`src/pkg/reset_seq_pkg.sv`:
```
// How it works
// - three reset copies, immediate assert, synchronized release
// - reset holds link resets, floats config bus
// - returned reset releases on a clock edge
// - internal reset releases five cycles after module reset
// - latch straps: fill and extract delays
// - latch straps: link presets per CPU, spare
// - latch straps: base data-path configuration
// - boot ROM enable gives two-cycle link-reset pulse
// - system reset resets link interfaces asynchronously
// - links in reset neither count nor send clocks
// - enable release queues toggle command, first idle cycle
// - CPU link reset drops one cycle after command
// - own receiver release waits data-path decode latency
// - align to frame, receive, transmit four cycles later
// - simultaneous toggles: CPU 0 before CPU 1
// - in reset: byte masks high, no-op command
// - precharge all on release, refresh off
// - mode-program write sends mode set with value
package reset_seq_pkg;
   localparam int NUM_CPU = 2;
   localparam int NUM_ARRAY = 4;
   localparam int SYNC_STAGES = 2;
   localparam int DIST_STAGES = 2;
   localparam int MODRST_MIN_US = 200;
   localparam int CLK_MHZ = 50;
   localparam int MODRST_MIN_CYC = MODRST_MIN_US * CLK_MHZ;
   localparam logic [3:0] NOTIFY_PULSE_CYC = 4'h2;
   localparam logic [3:0] DP_DECODE_LAT = 4'h2;
   localparam logic [3:0] TX_START_CYC = 4'h4;
   localparam int ADDR_W = 8;
   localparam int DATA_W = 32;
   localparam int SD_ADDR_W = 14;
   localparam logic [ADDR_W-1:0] REG_STRAP = 8'h00;
   localparam logic [ADDR_W-1:0] REG_LINK = 8'h04;
   localparam logic [ADDR_W-1:0] REG_MEM_TIMING = 8'h08;
   localparam logic [ADDR_W-1:0] REG_CFG_DRIVE = 8'h0C;
   localparam logic [ADDR_W-1:0] REG_MODE_PROG0 = 8'h10;
   localparam int MODE_IDX_LSB = 2;
   localparam int CFG_DRIVE_EN_BIT = 8;
   localparam int STRAP_SPARE = 7;
   localparam int STRAP_FILL = 6;
   localparam int STRAP_EXTR_LSB = 4;
   localparam int STRAP_PRESET1 = 3;
   localparam int STRAP_PRESET0 = 2;
   localparam int STRAP_BASE_LSB = 0;
   localparam logic [1:0] FILL_BASE_CYC = 2'h2;
   localparam logic [2:0] EXTR_BASE_CYC = 3'h2;
   localparam int REF_SHIFT = 4;
   localparam int PCHG_ADDR_BIT = 10;
   localparam logic [2:0] SD_NOP = 3'h7;
   localparam logic [2:0] SD_PRECHARGE = 3'h2;
   localparam logic [2:0] SD_REFRESH = 3'h1;
   localparam logic [2:0] SD_MODE_SET = 3'h0;
   localparam logic [1:0] DP_CMD_IDLE = 2'h0;
   localparam logic [1:0] DP_CMD_TOGGLE_LINK = 2'h1;
   typedef enum logic [2:0] {
      LK_HELD = 3'b000,
      LK_NOTIFY = 3'b001,
      LK_LOADING = 3'b010,
      LK_ISSUE = 3'b011,
      LK_SENT = 3'b100,
      LK_RUN = 3'b101
   } link_state_t;
endpackage : reset_seq_pkg

```
`src/core/reset_init_seq.sv`:
```
// The register addresses and the address-and-strobe port were decided locally.
`timescale 1ns/1ps
`default_nettype none
module reset_init_seq (
   input wire logic ref_clk,
   input wire logic rst_n,
   output logic sysRstA_n,
   output logic sysRstB_n,
   output logic sysRstC_n,
   output logic sysRstInt_n,
   input wire logic [7:0] cfgBusDataIn,
   output logic [7:0] cfgBusDataOut,
   output logic cfgBusDataOe,
   output logic fillDelay,
   output logic [1:0] fillDelayCyc,
   output logic [2:0] extractDelayCyc,
   output logic [reset_seq_pkg::NUM_CPU-1:0] linkPreset,
   output logic [1:0] baseConfig,
   output logic moduleSpare,
   input wire logic [reset_seq_pkg::NUM_CPU-1:0] bootRomEn_n,
   output logic [reset_seq_pkg::NUM_CPU-1:0] linkRst,
   input wire logic frameTick,
   output logic [reset_seq_pkg::NUM_CPU-1:0] rxLinkRst,
   output logic [reset_seq_pkg::NUM_CPU-1:0] rxCountEn,
   output logic [reset_seq_pkg::NUM_CPU-1:0] txClkEn,
   input wire logic dpBusBusy,
   output logic dpCmdValid,
   output logic [1:0] dpCmd,
   output logic dpCmdCpu,
   output logic [2:0] sdramCmd,
   output logic [reset_seq_pkg::NUM_ARRAY-1:0] sdramSel,
   output logic [reset_seq_pkg::SD_ADDR_W-1:0] sdramAddr,
   output logic [1:0] sdramDqm,
   input wire logic [reset_seq_pkg::ADDR_W-1:0] regAddr,
   input wire logic [reset_seq_pkg::DATA_W-1:0] regWrData,
   input wire logic regWr,
   input wire logic regRd,
   output logic [reset_seq_pkg::DATA_W-1:0] regRdData
);
   import reset_seq_pkg::*;

   logic [SYNC_STAGES-1:0] sync_r;
   logic [2:0] copy_r;
   logic [DIST_STAGES-1:0] dist_r;
   logic strapDone_r;
   logic [7:0] strap_r;
   logic [7:0] cfgOut_r;
   logic cfgOe_r;
   link_state_t state_r [NUM_CPU];
   link_state_t state_nxt [NUM_CPU];
   logic [3:0] pulseCnt_r [NUM_CPU];
   logic [NUM_CPU-1:0] romEnPrev_r;
   logic [NUM_CPU-1:0] linkRst_r;
   logic [NUM_CPU-1:0] grant;
   logic [3:0] rxCnt_r [NUM_CPU];
   logic [NUM_CPU-1:0] rxWait_r;
   logic [NUM_CPU-1:0] rxRstOff_r;
   logic [NUM_CPU-1:0] rxEn_r;
   logic [3:0] txCnt_r [NUM_CPU];
   logic [NUM_CPU-1:0] txEn_r;
   logic dpValid_r;
   logic [1:0] dpCmd_r;
   logic dpCpu_r;
   logic [7:0] refInterval_r;
   logic [11:0] refCnt_r;
   logic [11:0] refLimit;
   logic refPend_r;
   logic pchgDone_r;
   logic [NUM_ARRAY-1:0] mrsPend_r;
   logic [SD_ADDR_W-1:0] modeVal_r [NUM_ARRAY];
   logic [2:0] sdCmd_r;
   logic [NUM_ARRAY-1:0] sdSel_r;
   logic [SD_ADDR_W-1:0] sdAddr_r;
   logic [1:0] sdDqm_r;
   logic [DATA_W-1:0] rdData_r;
   logic modeHit;
   logic [1:0] modeIdx;
   logic [1:0] mrsIdx;
   logic mrsAny;

   // module reset must already be held long enough by the board
   // synchronizer: async assert, clocked release; first stage feeds only the second
   always_ff @(posedge ref_clk or negedge rst_n) begin
      if (!rst_n) begin
         sync_r <= '0;
      end else begin
         sync_r <= {sync_r[SYNC_STAGES-2:0], 1'b1};
      end
   end

   // three separate copies so each net has its own driver
   always_ff @(posedge ref_clk or negedge rst_n) begin
      if (!rst_n) begin
         copy_r <= '0;
      end else begin
         copy_r <= {3{sync_r[SYNC_STAGES-1]}};
      end
   end

   // returned copy runs the same distribution delay as the other chips see
   always_ff @(posedge ref_clk or negedge rst_n) begin
      if (!rst_n) begin
         dist_r <= '0;
      end else begin
         dist_r <= {dist_r[DIST_STAGES-2:0], copy_r[0]};
      end
   end

   assign sysRstA_n = copy_r[0];
   assign sysRstB_n = copy_r[1];
   assign sysRstC_n = copy_r[2];
   assign sysRstInt_n = dist_r[DIST_STAGES-1];

   // straps are caught on the first edge after release, never in the reset branch
   always_ff @(posedge ref_clk or negedge sysRstInt_n) begin
      if (!sysRstInt_n) begin
         strapDone_r <= 1'b0;
         strap_r <= 8'h00;
      end else if (!strapDone_r) begin
         strapDone_r <= 1'b1;
         strap_r <= cfgBusDataIn;
      end
   end

   assign fillDelay = strap_r[STRAP_FILL];
   assign fillDelayCyc = FILL_BASE_CYC + {1'b0, strap_r[STRAP_FILL]};
   assign extractDelayCyc = EXTR_BASE_CYC + {1'b0, strap_r[STRAP_EXTR_LSB +: 2]};
   assign linkPreset = {strap_r[STRAP_PRESET1], strap_r[STRAP_PRESET0]};
   assign moduleSpare = strap_r[STRAP_SPARE];
   assign baseConfig = strap_r[STRAP_BASE_LSB +: 2];

   // the config bus floats through reset so the straps set its levels
   always_ff @(posedge ref_clk or negedge sysRstInt_n) begin
      if (!sysRstInt_n) begin
         cfgOut_r <= 8'h00;
         cfgOe_r <= 1'b0;
      end else if (regWr && regAddr == REG_CFG_DRIVE) begin
         cfgOut_r <= regWrData[7:0];
         cfgOe_r <= regWrData[CFG_DRIVE_EN_BIT];
      end
   end

   assign cfgBusDataOut = cfgOut_r;
   assign cfgBusDataOe = cfgOe_r;

   // fixed priority: CPU 0 wins a tie, and only when the command bus is idle
   always_comb begin
      grant = '0;
      if (!dpBusBusy) begin
         if (state_r[0] == LK_ISSUE) begin
            grant[0] = 1'b1;
         end else if (state_r[1] == LK_ISSUE) begin
            grant[1] = 1'b1;
         end
      end
   end

   genvar c;
   generate
      for (c = 0; c < NUM_CPU; c++) begin : g_cpu
         // the CPU raises enable when ready and drops it after its load
         always_comb begin
            state_nxt[c] = state_r[c];
            unique case (state_r[c])
               LK_HELD: begin
                  if (!bootRomEn_n[c] && romEnPrev_r[c]) begin
                     state_nxt[c] = LK_NOTIFY;
                  end
               end
               LK_NOTIFY: begin
                  if (pulseCnt_r[c] == 4'h1) begin
                     state_nxt[c] = LK_LOADING;
                  end
               end
               LK_LOADING: begin
                  if (bootRomEn_n[c] && !romEnPrev_r[c]) begin
                     state_nxt[c] = LK_ISSUE;
                  end
               end
               LK_ISSUE: begin
                  if (grant[c]) begin
                     state_nxt[c] = LK_SENT;
                  end
               end
               LK_SENT: begin
                  state_nxt[c] = LK_RUN;
               end
               LK_RUN: begin
                  state_nxt[c] = LK_RUN;
               end
               default: begin
                  state_nxt[c] = LK_HELD;
               end
            endcase
         end

         always_ff @(posedge ref_clk or negedge sysRstInt_n) begin
            if (!sysRstInt_n) begin
               state_r[c] <= LK_HELD;
               romEnPrev_r[c] <= 1'b1;
               pulseCnt_r[c] <= 4'h0;
            end else begin
               state_r[c] <= state_nxt[c];
               romEnPrev_r[c] <= bootRomEn_n[c];
               if (state_nxt[c] == LK_NOTIFY && state_r[c] != LK_NOTIFY) begin
                  pulseCnt_r[c] <= NOTIFY_PULSE_CYC;
               end else if (pulseCnt_r[c] != 4'h0) begin
                  pulseCnt_r[c] <= pulseCnt_r[c] - 4'h1;
               end
            end
         end

         // link reset held by system reset; notify is a two-cycle release notch
         always_ff @(posedge ref_clk or negedge sysRstInt_n) begin
            if (!sysRstInt_n) begin
               linkRst_r[c] <= 1'b1;
            end else begin
               linkRst_r[c] <= !(state_nxt[c] == LK_RUN || state_nxt[c] == LK_NOTIFY);
            end
         end

         // own receiver waits the far decode path, then frame-aligns
         always_ff @(posedge ref_clk or negedge sysRstInt_n) begin
            if (!sysRstInt_n) begin
               rxCnt_r[c] <= 4'h0;
               rxWait_r[c] <= 1'b0;
               rxRstOff_r[c] <= 1'b0;
            end else if (grant[c]) begin
               rxCnt_r[c] <= DP_DECODE_LAT;
               rxWait_r[c] <= 1'b1;
            end else if (rxWait_r[c]) begin
               if (rxCnt_r[c] == 4'h1) begin
                  rxWait_r[c] <= 1'b0;
                  rxRstOff_r[c] <= 1'b1;
               end else begin
                  rxCnt_r[c] <= rxCnt_r[c] - 4'h1;
               end
            end
         end

         // receive only after a frame edge; transmit clocks four cycles on
         always_ff @(posedge ref_clk or negedge sysRstInt_n) begin
            if (!sysRstInt_n) begin
               rxEn_r[c] <= 1'b0;
               txEn_r[c] <= 1'b0;
               txCnt_r[c] <= 4'h0;
            end else if (rxRstOff_r[c] && !rxEn_r[c] && frameTick) begin
               rxEn_r[c] <= 1'b1;
               txCnt_r[c] <= TX_START_CYC;
            end else if (rxEn_r[c] && !txEn_r[c]) begin
               if (txCnt_r[c] == 4'h1) begin
                  txEn_r[c] <= 1'b1;
               end else begin
                  txCnt_r[c] <= txCnt_r[c] - 4'h1;
               end
            end
         end
      end
   endgenerate

   // CPU link comes up three cycles after release; ours is already out by then
   assign linkRst = linkRst_r;
   assign rxLinkRst = ~rxRstOff_r;
   assign rxCountEn = rxEn_r;
   assign txClkEn = txEn_r;

   // command bus driver; grant flags the sent command to the link logic
   always_ff @(posedge ref_clk or negedge sysRstInt_n) begin
      if (!sysRstInt_n) begin
         dpValid_r <= 1'b0;
         dpCmd_r <= DP_CMD_IDLE;
         dpCpu_r <= 1'b0;
      end else begin
         dpValid_r <= |grant;
         dpCmd_r <= (|grant) ? DP_CMD_TOGGLE_LINK : DP_CMD_IDLE;
         dpCpu_r <= grant[1];
      end
   end

   assign dpCmdValid = dpValid_r;
   assign dpCmd = dpCmd_r;
   assign dpCmdCpu = dpCpu_r;

   assign modeHit = regAddr[ADDR_W-1:MODE_IDX_LSB+2] == REG_MODE_PROG0[ADDR_W-1:MODE_IDX_LSB+2]
                    && regAddr[MODE_IDX_LSB-1:0] == 2'h0;
   assign modeIdx = regAddr[MODE_IDX_LSB +: 2];

   // refresh stays off from reset until firmware writes an interval
   always_ff @(posedge ref_clk or negedge sysRstInt_n) begin
      if (!sysRstInt_n) begin
         refInterval_r <= 8'h00;
      end else if (regWr && regAddr == REG_MEM_TIMING) begin
         refInterval_r <= regWrData[7:0];
      end
   end

   assign refLimit = {refInterval_r, {REF_SHIFT{1'b0}}};

   // a refresh due while another command goes out waits in refPend_r
   always_ff @(posedge ref_clk or negedge sysRstInt_n) begin
      if (!sysRstInt_n) begin
         refCnt_r <= 12'h000;
         refPend_r <= 1'b0;
      end else begin
         if (refInterval_r == 8'h00) begin
            refCnt_r <= 12'h000;
         end else if (refCnt_r >= refLimit - 12'h001) begin
            refCnt_r <= 12'h000;
         end else begin
            refCnt_r <= refCnt_r + 12'h001;
         end
         if (refInterval_r != 8'h00 && refCnt_r >= refLimit - 12'h001) begin
            refPend_r <= 1'b1;
         end else if (pchgDone_r && !mrsAny) begin
            refPend_r <= 1'b0;
         end
      end
   end

   // lowest pending array goes first
   always_comb begin
      mrsIdx = 2'h0;
      for (int i = NUM_ARRAY - 1; i >= 0; i--) begin
         if (mrsPend_r[i]) begin
            mrsIdx = 2'(i);
         end
      end
   end

   assign mrsAny = |mrsPend_r;

   // a new write sets its pending bit even in the cycle it would be cleared
   always_ff @(posedge ref_clk or negedge sysRstInt_n) begin
      if (!sysRstInt_n) begin
         mrsPend_r <= '0;
         for (int i = 0; i < NUM_ARRAY; i++) begin
            modeVal_r[i] <= '0;
         end
      end else begin
         for (int i = 0; i < NUM_ARRAY; i++) begin
            if (regWr && modeHit && modeIdx == 2'(i)) begin
               mrsPend_r[i] <= 1'b1;
               modeVal_r[i] <= regWrData[SD_ADDR_W-1:0];
            end else if (pchgDone_r && mrsAny && mrsIdx == 2'(i)) begin
               mrsPend_r[i] <= 1'b0;
            end
         end
      end
   end

   // reset shows masks high and a no-op; precharge-all goes out first after release
   always_ff @(posedge ref_clk or negedge sysRstInt_n) begin
      if (!sysRstInt_n) begin
         pchgDone_r <= 1'b0;
         sdCmd_r <= SD_NOP;
         sdSel_r <= '0;
         sdAddr_r <= '0;
         sdDqm_r <= 2'h3;
      end else begin
         sdCmd_r <= SD_NOP;
         sdSel_r <= '0;
         sdAddr_r <= '0;
         if (!pchgDone_r) begin
            pchgDone_r <= 1'b1;
            sdCmd_r <= SD_PRECHARGE;
            sdSel_r <= '1;
            sdAddr_r[PCHG_ADDR_BIT] <= 1'b1;
         end else if (mrsAny) begin
            sdCmd_r <= SD_MODE_SET;
            sdSel_r <= NUM_ARRAY'(1) << mrsIdx;
            sdAddr_r <= modeVal_r[mrsIdx];
            sdDqm_r <= 2'h0;
         end else if (refPend_r) begin
            sdCmd_r <= SD_REFRESH;
            sdSel_r <= '1;
            sdDqm_r <= 2'h0;
         end
      end
   end

   assign sdramCmd = sdCmd_r;
   assign sdramSel = sdSel_r;
   assign sdramAddr = sdAddr_r;
   assign sdramDqm = sdDqm_r;

   // read data stands only in the cycle after the strobe
   always_ff @(posedge ref_clk or negedge sysRstInt_n) begin
      if (!sysRstInt_n) begin
         rdData_r <= '0;
      end else begin
         rdData_r <= '0;
         if (regRd) begin
            if (regAddr == REG_STRAP) begin
               rdData_r <= {24'h000000, strap_r};
            end else if (regAddr == REG_LINK) begin
               rdData_r <= {24'h000000, txEn_r, rxEn_r, rxRstOff_r, linkRst_r};
            end else if (regAddr == REG_MEM_TIMING) begin
               rdData_r <= {24'h000000, refInterval_r};
            end else if (regAddr == REG_CFG_DRIVE) begin
               rdData_r <= {23'h000000, cfgOe_r, cfgOut_r};
            end else if (modeHit) begin
               rdData_r <= {18'h00000, modeVal_r[modeIdx]};
            end
         end
      end
   end

   assign regRdData = rdData_r;
endmodule : reset_init_seq
`default_nettype wire

```
`config.mk`:
```
export PLATFORM = sky130hd
export DESIGN_NAME = reset_init_seq
export DESIGN_NICKNAME = d
export VERILOG_FILES = /design/src/pkg/reset_seq_pkg.sv /design/src/core/reset_init_seq.sv
export SDC_FILE = /design/constraint.sdc
export NUM_CORES = 1
export LEC_CHECK = 0
export ABC_AREA = 1
export CORE_ASPECT_RATIO = 0.5
export CORE_MARGIN = 8
export CORE_UTILIZATION = 64
export CTS_BUF_LIST = sky130_fd_sc_hd__clkbuf_4 sky130_fd_sc_hd__clkbuf_8 sky130_fd_sc_hd__clkbuf_16
export DETAILED_ROUTE_END_ITERATION = 8
export DONT_BUFFER_PORTS = 1
export PLACE_DENSITY = 0.87
export SKIP_LAST_GASP = 1
export SLEW_MARGIN = 10
export SYNTH_ARGS = -nofsm -noshare
export SYNTH_HDL_FRONTEND = slang
export SYNTH_SLANG_ARGS = --single-unit
```
`constraint.sdc`:
```
create_clock -name ref_clk -period 6.1 [get_ports ref_clk]
set_clock_uncertainty 0.05 [all_clocks]
set_input_delay 1.22 -clock ref_clk [delete_from_list [all_inputs] [get_ports ref_clk]]
set_output_delay 1.22 -clock ref_clk [all_outputs]
set_load 0.01 [all_outputs]
```
# Yosys cells after proc, flatten, opt, wreduce, memory -nomap -nowiden
# Cells that the tools add are included.
# totals
inputBits,56
ff_bits,204
output_inout_bits,91
wordCells,255
# classes
n_addsub,10
n_lt_le_gt_ge,3
eq_ne,36
bitwise,7
shifts,1
mux,77
reduce_logical,75
# op_table
operator,n
2-to-1 mux 14 bit,11
2-to-1 mux 4 bit,19
binary-select mux 14 bit (select 2 bit),2
2-to-1 mux 3 bit,12
case mux 3 bit (5 select lines),2
"equality test 4 x 1 -> 1 bit, second input constant",7
logical AND 1 bit,27
2-to-1 mux 12 bit,2
nonzero test 2 bit,12
"subtractor 4 x 1 -> 4 bit, second input constant",6
2-to-1 mux 1 bit,21
"equality test 3 bit, second input constant",6
"equality test 8 x 4 -> 1 bit, second input constant",2
zero test 8 bit,2
2-to-1 mux 2 bit,7
"adder 12 x 1 -> 12 bit, second input constant",1
"equality test 3 x 1 -> 1 bit, second input constant",4
"equality test 3 x 2 -> 1 bit, second input constant",4
>= comparator 12 bit,1
AND reduction 3 bit,4
"subtractor 12 x 1 -> 12 bit, second input constant",1
zero test 1 bit,11
2-to-1 mux 10 bit,1
AND reduction 2 bit,5
19 further kinds,39

# Depth between registers and ports, before layout
# Gate-level depths: netlist of run 1.
# depth
word_depth,10
mapped_depth,14
depth_no_buf,14

# Least setup slack after synthesis of run 1
# OpenSTA, ideal clock, no wires.
# synth_path
path_kind,register to output
start,reg dist_r[1]
end,out sysRstInt_n
path_buffers,0
slack_ps,622
t_arrival_ps,4208
stages_incl_launch_ff,1
cell_sequence,dfrtp_1
# synth_lines
element,line_no,rtl
"start, declared",reset_init_seq.sv:44,logic [DIST_STAGES-1:0] dist_r;
"start signal, assigned",reset_init_seq.sv:105,"dist_r <= {dist_r[DIST_STAGES-2:0], copy_r[0]};"
"end, declared",reset_init_seq.sv:10,"output logic sysRstInt_n,"
# No word-level cell between the ends.

# Worst setup path in the final report of run 1
# layout_path
start,in regAddr[7] (netlist name)
end,reg modeVal_r[34] (netlist name)
# layout_between
elab_chain_len,4
# layout_lines
element,line_no,rtl
"start, declared",reset_init_seq.sv:34,"input wire logic [reset_seq_pkg::ADDR_W-1:0] regAddr,"
equality test 4 x 1 -> 1 bit,reset_init_seq.sv:284,assign modeHit = regAddr[ADDR_W-1:MODE_IDX_LSB+2] == REG_MODE_PROG0[ADDR_W-1:MODE_IDX_LSB+2]
logical AND 1 bit,reset_init_seq.sv:285,&& regAddr[MODE_IDX_LSB-1:0] == 2'h0;
logical AND 1 bit (2 in series),reset_init_seq.sv:341,if (regWr && modeHit && modeIdx == 2'(i)) begin
"end signal, assigned by index",reset_init_seq.sv:343,modeVal_r[i] <= regWrData[SD_ADDR_W-1:0];
"end, declared",reset_init_seq.sv:70,logic [SD_ADDR_W-1:0] modeVal_r [NUM_ARRAY];
# No other way between the ends.
# A chain may end at the register's enable or synchronous reset.

==> results.json, run 1 <==
{
  "rsz0062_at_grt": "no",
  "die_height_um": 98.7,
  "globalplace.congestion": 0.880,
  "clock-sinks": 184,
  "worstSetupEndpoint": "modeVal_r[34]$_DFFE_PN0P_",
  "arrival_ns": 2.97,
  "reg2reg_slack_ns": 3.54,
  "globalRouteOverflowTotal": 0,
  "p_total_mw": 3.10,
  "synth_area_leaders": "dfrtp_1 (50%), nand2_1 (8.7%), o21ai_0 (5.0%), nor2_1 (4.3%), inv_1 (4.2%)",
  "min_period_ns": 2.73,
  "critPathMaxStageDelay_ns": 0.57,
  "synth_ff_type": "dfrtp_1",
  "start_util_pct": 65.0,
  "route.detailed.drc": 0,
  "grt_max_degree": 69,
  "crit_start": "regAddr[7]",
  "synth_top_cell_by_area": "dfrtp_1",
  "ir_drop_mv": 0.253,
  "final_cells": 1180,
  "reg2reg_to": "refCnt_r[4]$_DFF_PN0_",
  "multi_input_area_um2": 3450,
  "synth_area_um2": 8760,
  "yosys.area.top_type_share_pct": 50.3,
  "fin_tns_setup_ns": 0,
  "core_area_um2": 13500,
  "post-route-util_pct": 68.9,
  "leakagePower_nw": 4.53,
  "grt_pass1_vias": 7111,
  "slowest_stage": "nand3_2",
  "syn_inst": 1003,
  "grtUsageTotal_pct": 24.3,
  "layout_setup_ws_ns": 3.37,
  "dp.cells": 1148,
  "tightest_slew_ns": 1.27,
  "drv_cap": 0,
  "htreeDepth": 4,
  "cp-start-kind": "input pin",
  "reg2regPathDepth": 11,
  "worstHoldPathType": "flip-flop to flip-flop",
  "cts_root_buf": "clkbuf_16",
  "finalSetupViolCount": 0,
  "die_width_um": 181,
  "clkTransAtPathRegs_ns": 0.07,
  "nets": 1072,
  "synth_most_common_cell": "nand2_1",
  "ys_async_sr_fraction_pct": 100,
  "crit_fanout": 29,
  "ctsResizeCount": 0,
  "firstDrtPassIters": 7,
  "portBuffers": 0,
  "die_area_um2": 17900,
  "ant_nets": 0,
  "rows": 30,
  "cts_setup_buffers": 0,
  "dp_hpwl_um": 14300,
  "vias_per_cell": 5.97,
  "holdBufCountCts": 0,
  "worstSetupEndpointType": "flip-flop",
  "r2r-start": "refInterval_r[2]$_DFFE_PN0P_",
  "routed_wl_um": 21800,
  "areaGrowthSynthToFinish_pct": 5.98,
  "crit_chain": "nor2_2 -> nand2_2 -> nor2_8 -> inv_4 -> nor2_8 -> nand3_2 -> nand2_1 -> o21ai_1",
  "cp.required_ns": 6.34,
  "num_io_pins": 147,
  "ys_ff_latch": 184,
  "antenna_cells": 0,
  "synthTopCellsByCount": "nand2_1 (202), dfrtp_1 (176), nor2_1 (101), inv_1 (99), o21ai_0 (88)",
  "fillerInstances": 955,
  "drive_gt1_share_pct": 7.87,
  "syn_avg_cell_area_um2": 8.74,
  "cpMostUsedCell": "nor2_8",
  "cp.depth": 8,
  "post-place-ws_ns": 3.02,
  "clock_latency_ns": 0.44,
  "cts_tree": "yes",
  "synth_seq_area_share_pct": 52.7,
  "wire_per_inst_um": 18.5,
  "dr.first_iter.drc_count": 699,
  "crit_family": "simple AND/OR/NAND/NOR gates",
  "synth_warnings": 0,
  "slew_headroom_pct": 15.1,
  "powerDensity_nw_per_um2": 334,
  "slew_violations": 0,
  "grt_pass1_wl_um": 35100,
  "period_share_pct": 44.8,
  "cts_made_buffers": 17,
  "vias": 7046,
  "cts_max_path_buffers": 2,
  "ys_types": 43,
  "synth_edf_count": 0,
  "path_class": "input pin to flip-flop",
  "antenna_found_initial": 0,
  "clock.fmax_mhz": 366,
  "worst-path-buf-inv": 1,
  "finalHoldViolations": 0,
  "status": "completed",
  "register_area_um2": 4620
}
## stage by stage
stage	area [um2]	hold WS (ns)
after floorplan	8840	0.281
after global placement	8710	0.285
after detailed placement	8710	0.286
after CTS	9290	0.303
after global routing	9290	0.316
final	9290	0.300
## cells in the final DEF (no fill, tap or decap), drive strengths merged, types with 5 or more instances in the layout
cell / synthesis / layout
o21ai: 141 / 141
ha: 25 / 25
nor3: 40 / 40
nand2: 210 / 210
dfstp: 8 / 8
clkinv: 0 / 6
a21oi: 30 / 30
nand3: 33 / 33
nor2: 109 / 109
nand4: 8 / 8
xor2: 11 / 11
o22ai: 12 / 12
inv: 105 / 114
nor4: 5 / 5
dfrtp: 176 / 176
clkbuf: 11 / 17
o211ai: 10 / 10
xnor2: 8 / 8
conb: 2 / 22
## power breakdown
group	leakage, nW	switching [mW]	internal [mW]	total [mW]
Clock	0.287	0.537	0.548	1.08
Combinational	1.83	0.328	0.183	0.511
Sequential	2.41	0.139	1.36	1.50
## cell families after synthesis
kind of cell	Yosys count	synth area share, %
AO/OA/AOI/OAI	205	12.8
XOR/XNOR	19	1.90
adder cells (fa/ha/maj)	25	3.57
buffers and inverters	159	8.81
flip-flops	184	52.7
other	2	0.0857
AND/OR/NAND/NOR	409	20.1
## sequential cells by signal, indices dropped and copies added (netlist names), 3 cells and up
register,cells
refInterval_r,8
sdramSel,4
strap_r,8
sdramAddr,14
cfgBusDataOut,8
regRdData,14
rxCnt_r,8
sdramCmd,3
mrsPend_r,4
txCnt_r,8
pulseCnt_r,8
modeVal_r,56
state_r,6
refCnt_r,12
## cell type report
type,instances,area share (%)
clock inverters,15,1.62
repair buffers,3,0.242
clock buffers,17,4.58
multi-input cells,680,37.2
flip-flops and latches,184,49.7
inverters,105,4.27
well taps,176,2.37
## worst min-delay path by stage
stage	slack [ns]	cells past startpoint	end	start
after global placement	0.28	0	copy_r[0]$_DFF_PN0_	sync_r[1]$_DFF_PN0_
after CTS	0.30	0	dist_r[1]$_DFF_PN0_	dist_r[0]$_DFF_PN0_
after floorplan	0.28	0	copy_r[0]$_DFF_PN0_	sync_r[1]$_DFF_PN0_
after detailed placement	0.29	0	dist_r[1]$_DFF_PN0_	dist_r[0]$_DFF_PN0_
after global routing	0.32	0	copy_r[0]$_DFF_PN0_	sync_r[1]$_DFF_PN0_
final	0.30	0	dist_r[1]$_DFF_PN0_	dist_r[0]$_DFF_PN0_
## metal layers
| metal | vias to the layer above | track usage (%) | part of all wire (%) |
|---|---|---|---|
| li1 | 3207 | - | - |
| met1 | 3412 | 28.8 | 39 |
| met2 | 353 | 41.1 | 49 |
| met3 | 74 | 6.13 | 8.4 |
| met4 | 0 | 12.1 | 3.3 |
| met5 | - | 0 | 0 |
(Power assumes the default switching activity.)
==> run 2: changes to the inputs <==
- ABC_AREA: 1 -> 0
- CORE_UTILIZATION: 64 -> 57
- PLACE_DENSITY: 0.87 -> 0.82
- clock period: 6.1 -> 2.5 ns (I/O delays scaled with it)
==> run 2 against run 1 <==
Synthesized cell count decreased by 30%. Worst hold slack worse by 0.13 ns. Non-clock buffer count rose by 27. Global-route usage decreased by 4.4 points. Wire length down 13%. Count of clock-buffer cells in the layout grew 1. Final cell count shrank 20%. Register-to-register slack worse by 3.5 ns. Cell area increased by 4.0%. Worst setup slack worse by 3.4 ns. First-iteration DRC count is 58% lower. Die area grew 11%. Critical path type is now flip-flop to flip-flop. Largest power group unchanged. Highest routed layer unchanged.
==> results.json, run 2 <==
{
  "die_height_um": 104,
  "stdcell_area_um2": 9660,
  "post-route-util_pct": 63.3,
  "min_period_ns": 2.49,
  "yosys.area.top_type_share_pct": 50.1,
  "dp_hpwl_um": 13100,
  "top_register": "modeVal_r",
  "clkTransAtPathRegs_ns": 0.08,
  "vias": 5490,
  "ys_async_sr_fraction_pct": 100,
  "drive_gt1_share_pct": 26.6,
  "period_share_pct": 99.7,
  "rsz0062_at_grt": "yes",
  "rows": 32,
  "ys_ff_latch": 184,
  "critPathMaxStageDelay_ns": 0.41,
  "arrival_ns": 2.76,
  "post-place-ws_ns": -0.0141,
  "clock-sinks": 184,
  "grt_max_degree": 116,
  "place_area_um2": 8960,
  "antenna_cells": 0,
  "synth_warnings": 0,
  "min_to": "modeVal_r[26]$_DFFE_PN0P_",
  "slew_headroom_pct": 46.2,
  "synth_area_um2": 8790,
  "largest_reg_flops": 56,
  "clock.fmax_mhz": 401,
  "slew_violations": 0,
  "cts_max_path_buffers": 2,
  "ant_nets": 0,
  "routed_wl_um": 19100,
  "portBuffers": 0,
  "finalHoldViolations": 0,
  "areaGrowthSynthToFinish_pct": 9.93,
  "die_area_um2": 19900,
  "layout_commonest_cell": "dfrtp_1",
  "reg2reg_to": "refPend_r$_DFFE_PN0P_",
  "num_io_pins": 147,
  "crit_family": "simple AND/OR/NAND/NOR gates",
  "cts_tree": "yes",
  "grtUsageTotal_pct": 19.9,
  "layout_setup_ws_ns": 0.00724,
  "cts_root_buf": "clkbuf_16",
  "vias_per_cell": 5.83,
  "htreeDepth": 4,
  "p_total_mw": 7.04,
  "ys_types": 57,
  "final_cells": 942,
  "dp.cells": 903,
  "cts_made_buffers": 17,
  "ir_drop_mv": 0.603,
  "hp-start": "regWrData[12]",
  "nets": 806,
  "path_class": "flip-flop to flip-flop",
  "grt_pass1_vias": 5877,
  "cp.required_ns": 2.77,
  "reg2regPathDepth": 11,
  "synth_top_cell_by_area": "dfrtp_1",
  "tightest_slew_ns": 0.800,
  "whs_path_depth": 1,
  "synth_edf_count": 0,
  "worstHoldPathType": "input pin to flip-flop",
  "leakagePower_nw": 4.64,
  "fin_tns_setup_ns": 0,
  "reg2reg_slack_ns": 0.007,
  "worst-path-buf-inv": 3,
  "r2r-start": "refInterval_r[0]$_DFFE_PN0P_",
  "start_util_pct": 57.6,
  "crit_fanout": 13,
  "final_cell_mix": "dfrtp_1 (175), mux2_2 (83), nor2_1 (41), nor3_1 (36), inv_1 (34)",
  "crit_chain": "inv_1 -> ha_2 -> inv_1 -> or3_1 -> xor2_1 -> ha_1 -> and4_1 -> a21oi_1 -> o211ai_1 -> buf_4 -> a22o_1",
  "route.detailed.drc": 0,
  "synth_most_common_cell": "dfrtp_1",
  "synth_ff_type": "dfrtp_1",
  "worstSetupEndpointType": "flip-flop",
  "drv_cap": 0,
  "holdWs_ns": 0.166,
  "synth_area_leaders": "dfrtp_1 (50%), mux2_2 (11%), mux4_2 (5.6%), ha_1 (3.6%), buf_4 (2.5%)",
  "synth_seq_area_share_pct": 52.5,
  "syn_inst": 707,
  "antenna_found_initial": 0,
  "firstDrtPassIters": 4,
  "finalSetupViolCount": 0,
  "grt_pass1_wl_um": 31000,
  "globalRouteOverflowTotal": 0,
  "syn_avg_cell_area_um2": 12.4,
  "core_area_um2": 15300,
  "cpMostUsedCell": "inv_1",
  "cp-start-kind": "flip-flop",
  "status": "completed",
  "die_width_um": 192,
  "globalplace.congestion": 0.819,
  "clock_latency_ns": 0.43,
  "slowest_stage": "dfrtp_1",
  "dr.first_iter.drc_count": 294,
  "synthTopCellsByCount": "dfrtp_1 (176), mux2_2 (83), nor2_1 (41), nor3_1 (37), inv_1 (35)",
  "powerDensity_nw_per_um2": 728,
  "wire_per_inst_um": 20.2
}
==> run 2: worst max path at each step <==
stage                                             from                      to  cells past startpoint
final                     refInterval_r[0]$_DFFE_PN0P_   refPend_r$_DFFE_PN0P_                     11
after global routing      refInterval_r[0]$_DFFE_PN0P_   refPend_r$_DFFE_PN0P_                     11
after CTS                 refInterval_r[5]$_DFFE_PN0P_   refPend_r$_DFFE_PN0P_                      9
after detailed placement  refInterval_r[1]$_DFFE_PN0P_   refPend_r$_DFFE_PN0P_                     11
after global placement    refInterval_r[5]$_DFFE_PN0P_   refPend_r$_DFFE_PN0P_                      9
after floorplan           refInterval_r[5]$_DFFE_PN0P_  refCnt_r[10]$_DFF_PN0_                      9
==> run 2: cells by family (layout without fill, tap and decap cells) <==
family | count (synthesis) | after routing | synth area share [%]
xor gates and xnor gates | 30 | 30 | 2.99
AOI/OAI and AO/OA | 73 | 73 | 5.27
buffers and inverters | 86 | 97 | 5.50
other | 2 | 22 | 0.0855
DFF | 184 | 184 | 52.5
and+or+nand+nor | 194 | 194 | 12.9
adders and majority gates | 25 | 25 | 3.56
muxes | 113 | 113 | 17.2
==> run 2: power breakdown <==
group / switching (mW) / internal, mW
Sequential: 0.218 / 3.19
Combinational: 0.403 / 0.390
Clock: 1.22 / 1.62
Total: 1.84 / 5.20
==> run 2: metal layers <==
| layer | global-route usage [%] | up-vias | share of wire [%] |
|---|---|---|---|
| met2 | 32.6 | 171 | 49 |
| li1 | - | 2502 | - |
| met3 | 4.89 | 31 | 6.4 |
| met5 | 0 | - | 0 |
| met1 | 24.8 | 2786 | 42 |
| met4 | 8.91 | 0 | 2.2 |
==> run 2: final cells by class <==
class / count / area (um2)
inverters: 35 / 131
clock inverters: 14 / 189
flip-flops and latches: 184 / 4620
clock buffers: 18 / 433
repair buffers: 30 / 245
multi-input cells: 457 / 3790
well taps: 204 / 255
fillers: 1097 / 5600
==> run 2: worst register-to-register path, cell delays in order, from the launching register on <==
cell and delay (ns):
dfrtp_1 0.41, inv_1 0.10, ha_2 0.20, inv_1 0.05, or3_1 0.32, xor2_1 0.15
ha_1 0.27, and4_1 0.22, a21oi_1 0.14, o211ai_1 0.09, buf_4 0.19, a22o_1 0.20
==> run 2: repair_timing <==
| action | CTS | global route |
|---|---|---|
| pin swaps | 0 | 1 |
| endpoints found under the hold margin | 7 | 0 |
| resized for setup | 3 | 1 |
| setup endpoints to repair | 3 | 13 |
| buffers inserted | 3 | 1 |
| cloned | 0 | 0 |
| hold buffers | 3 | 0 |
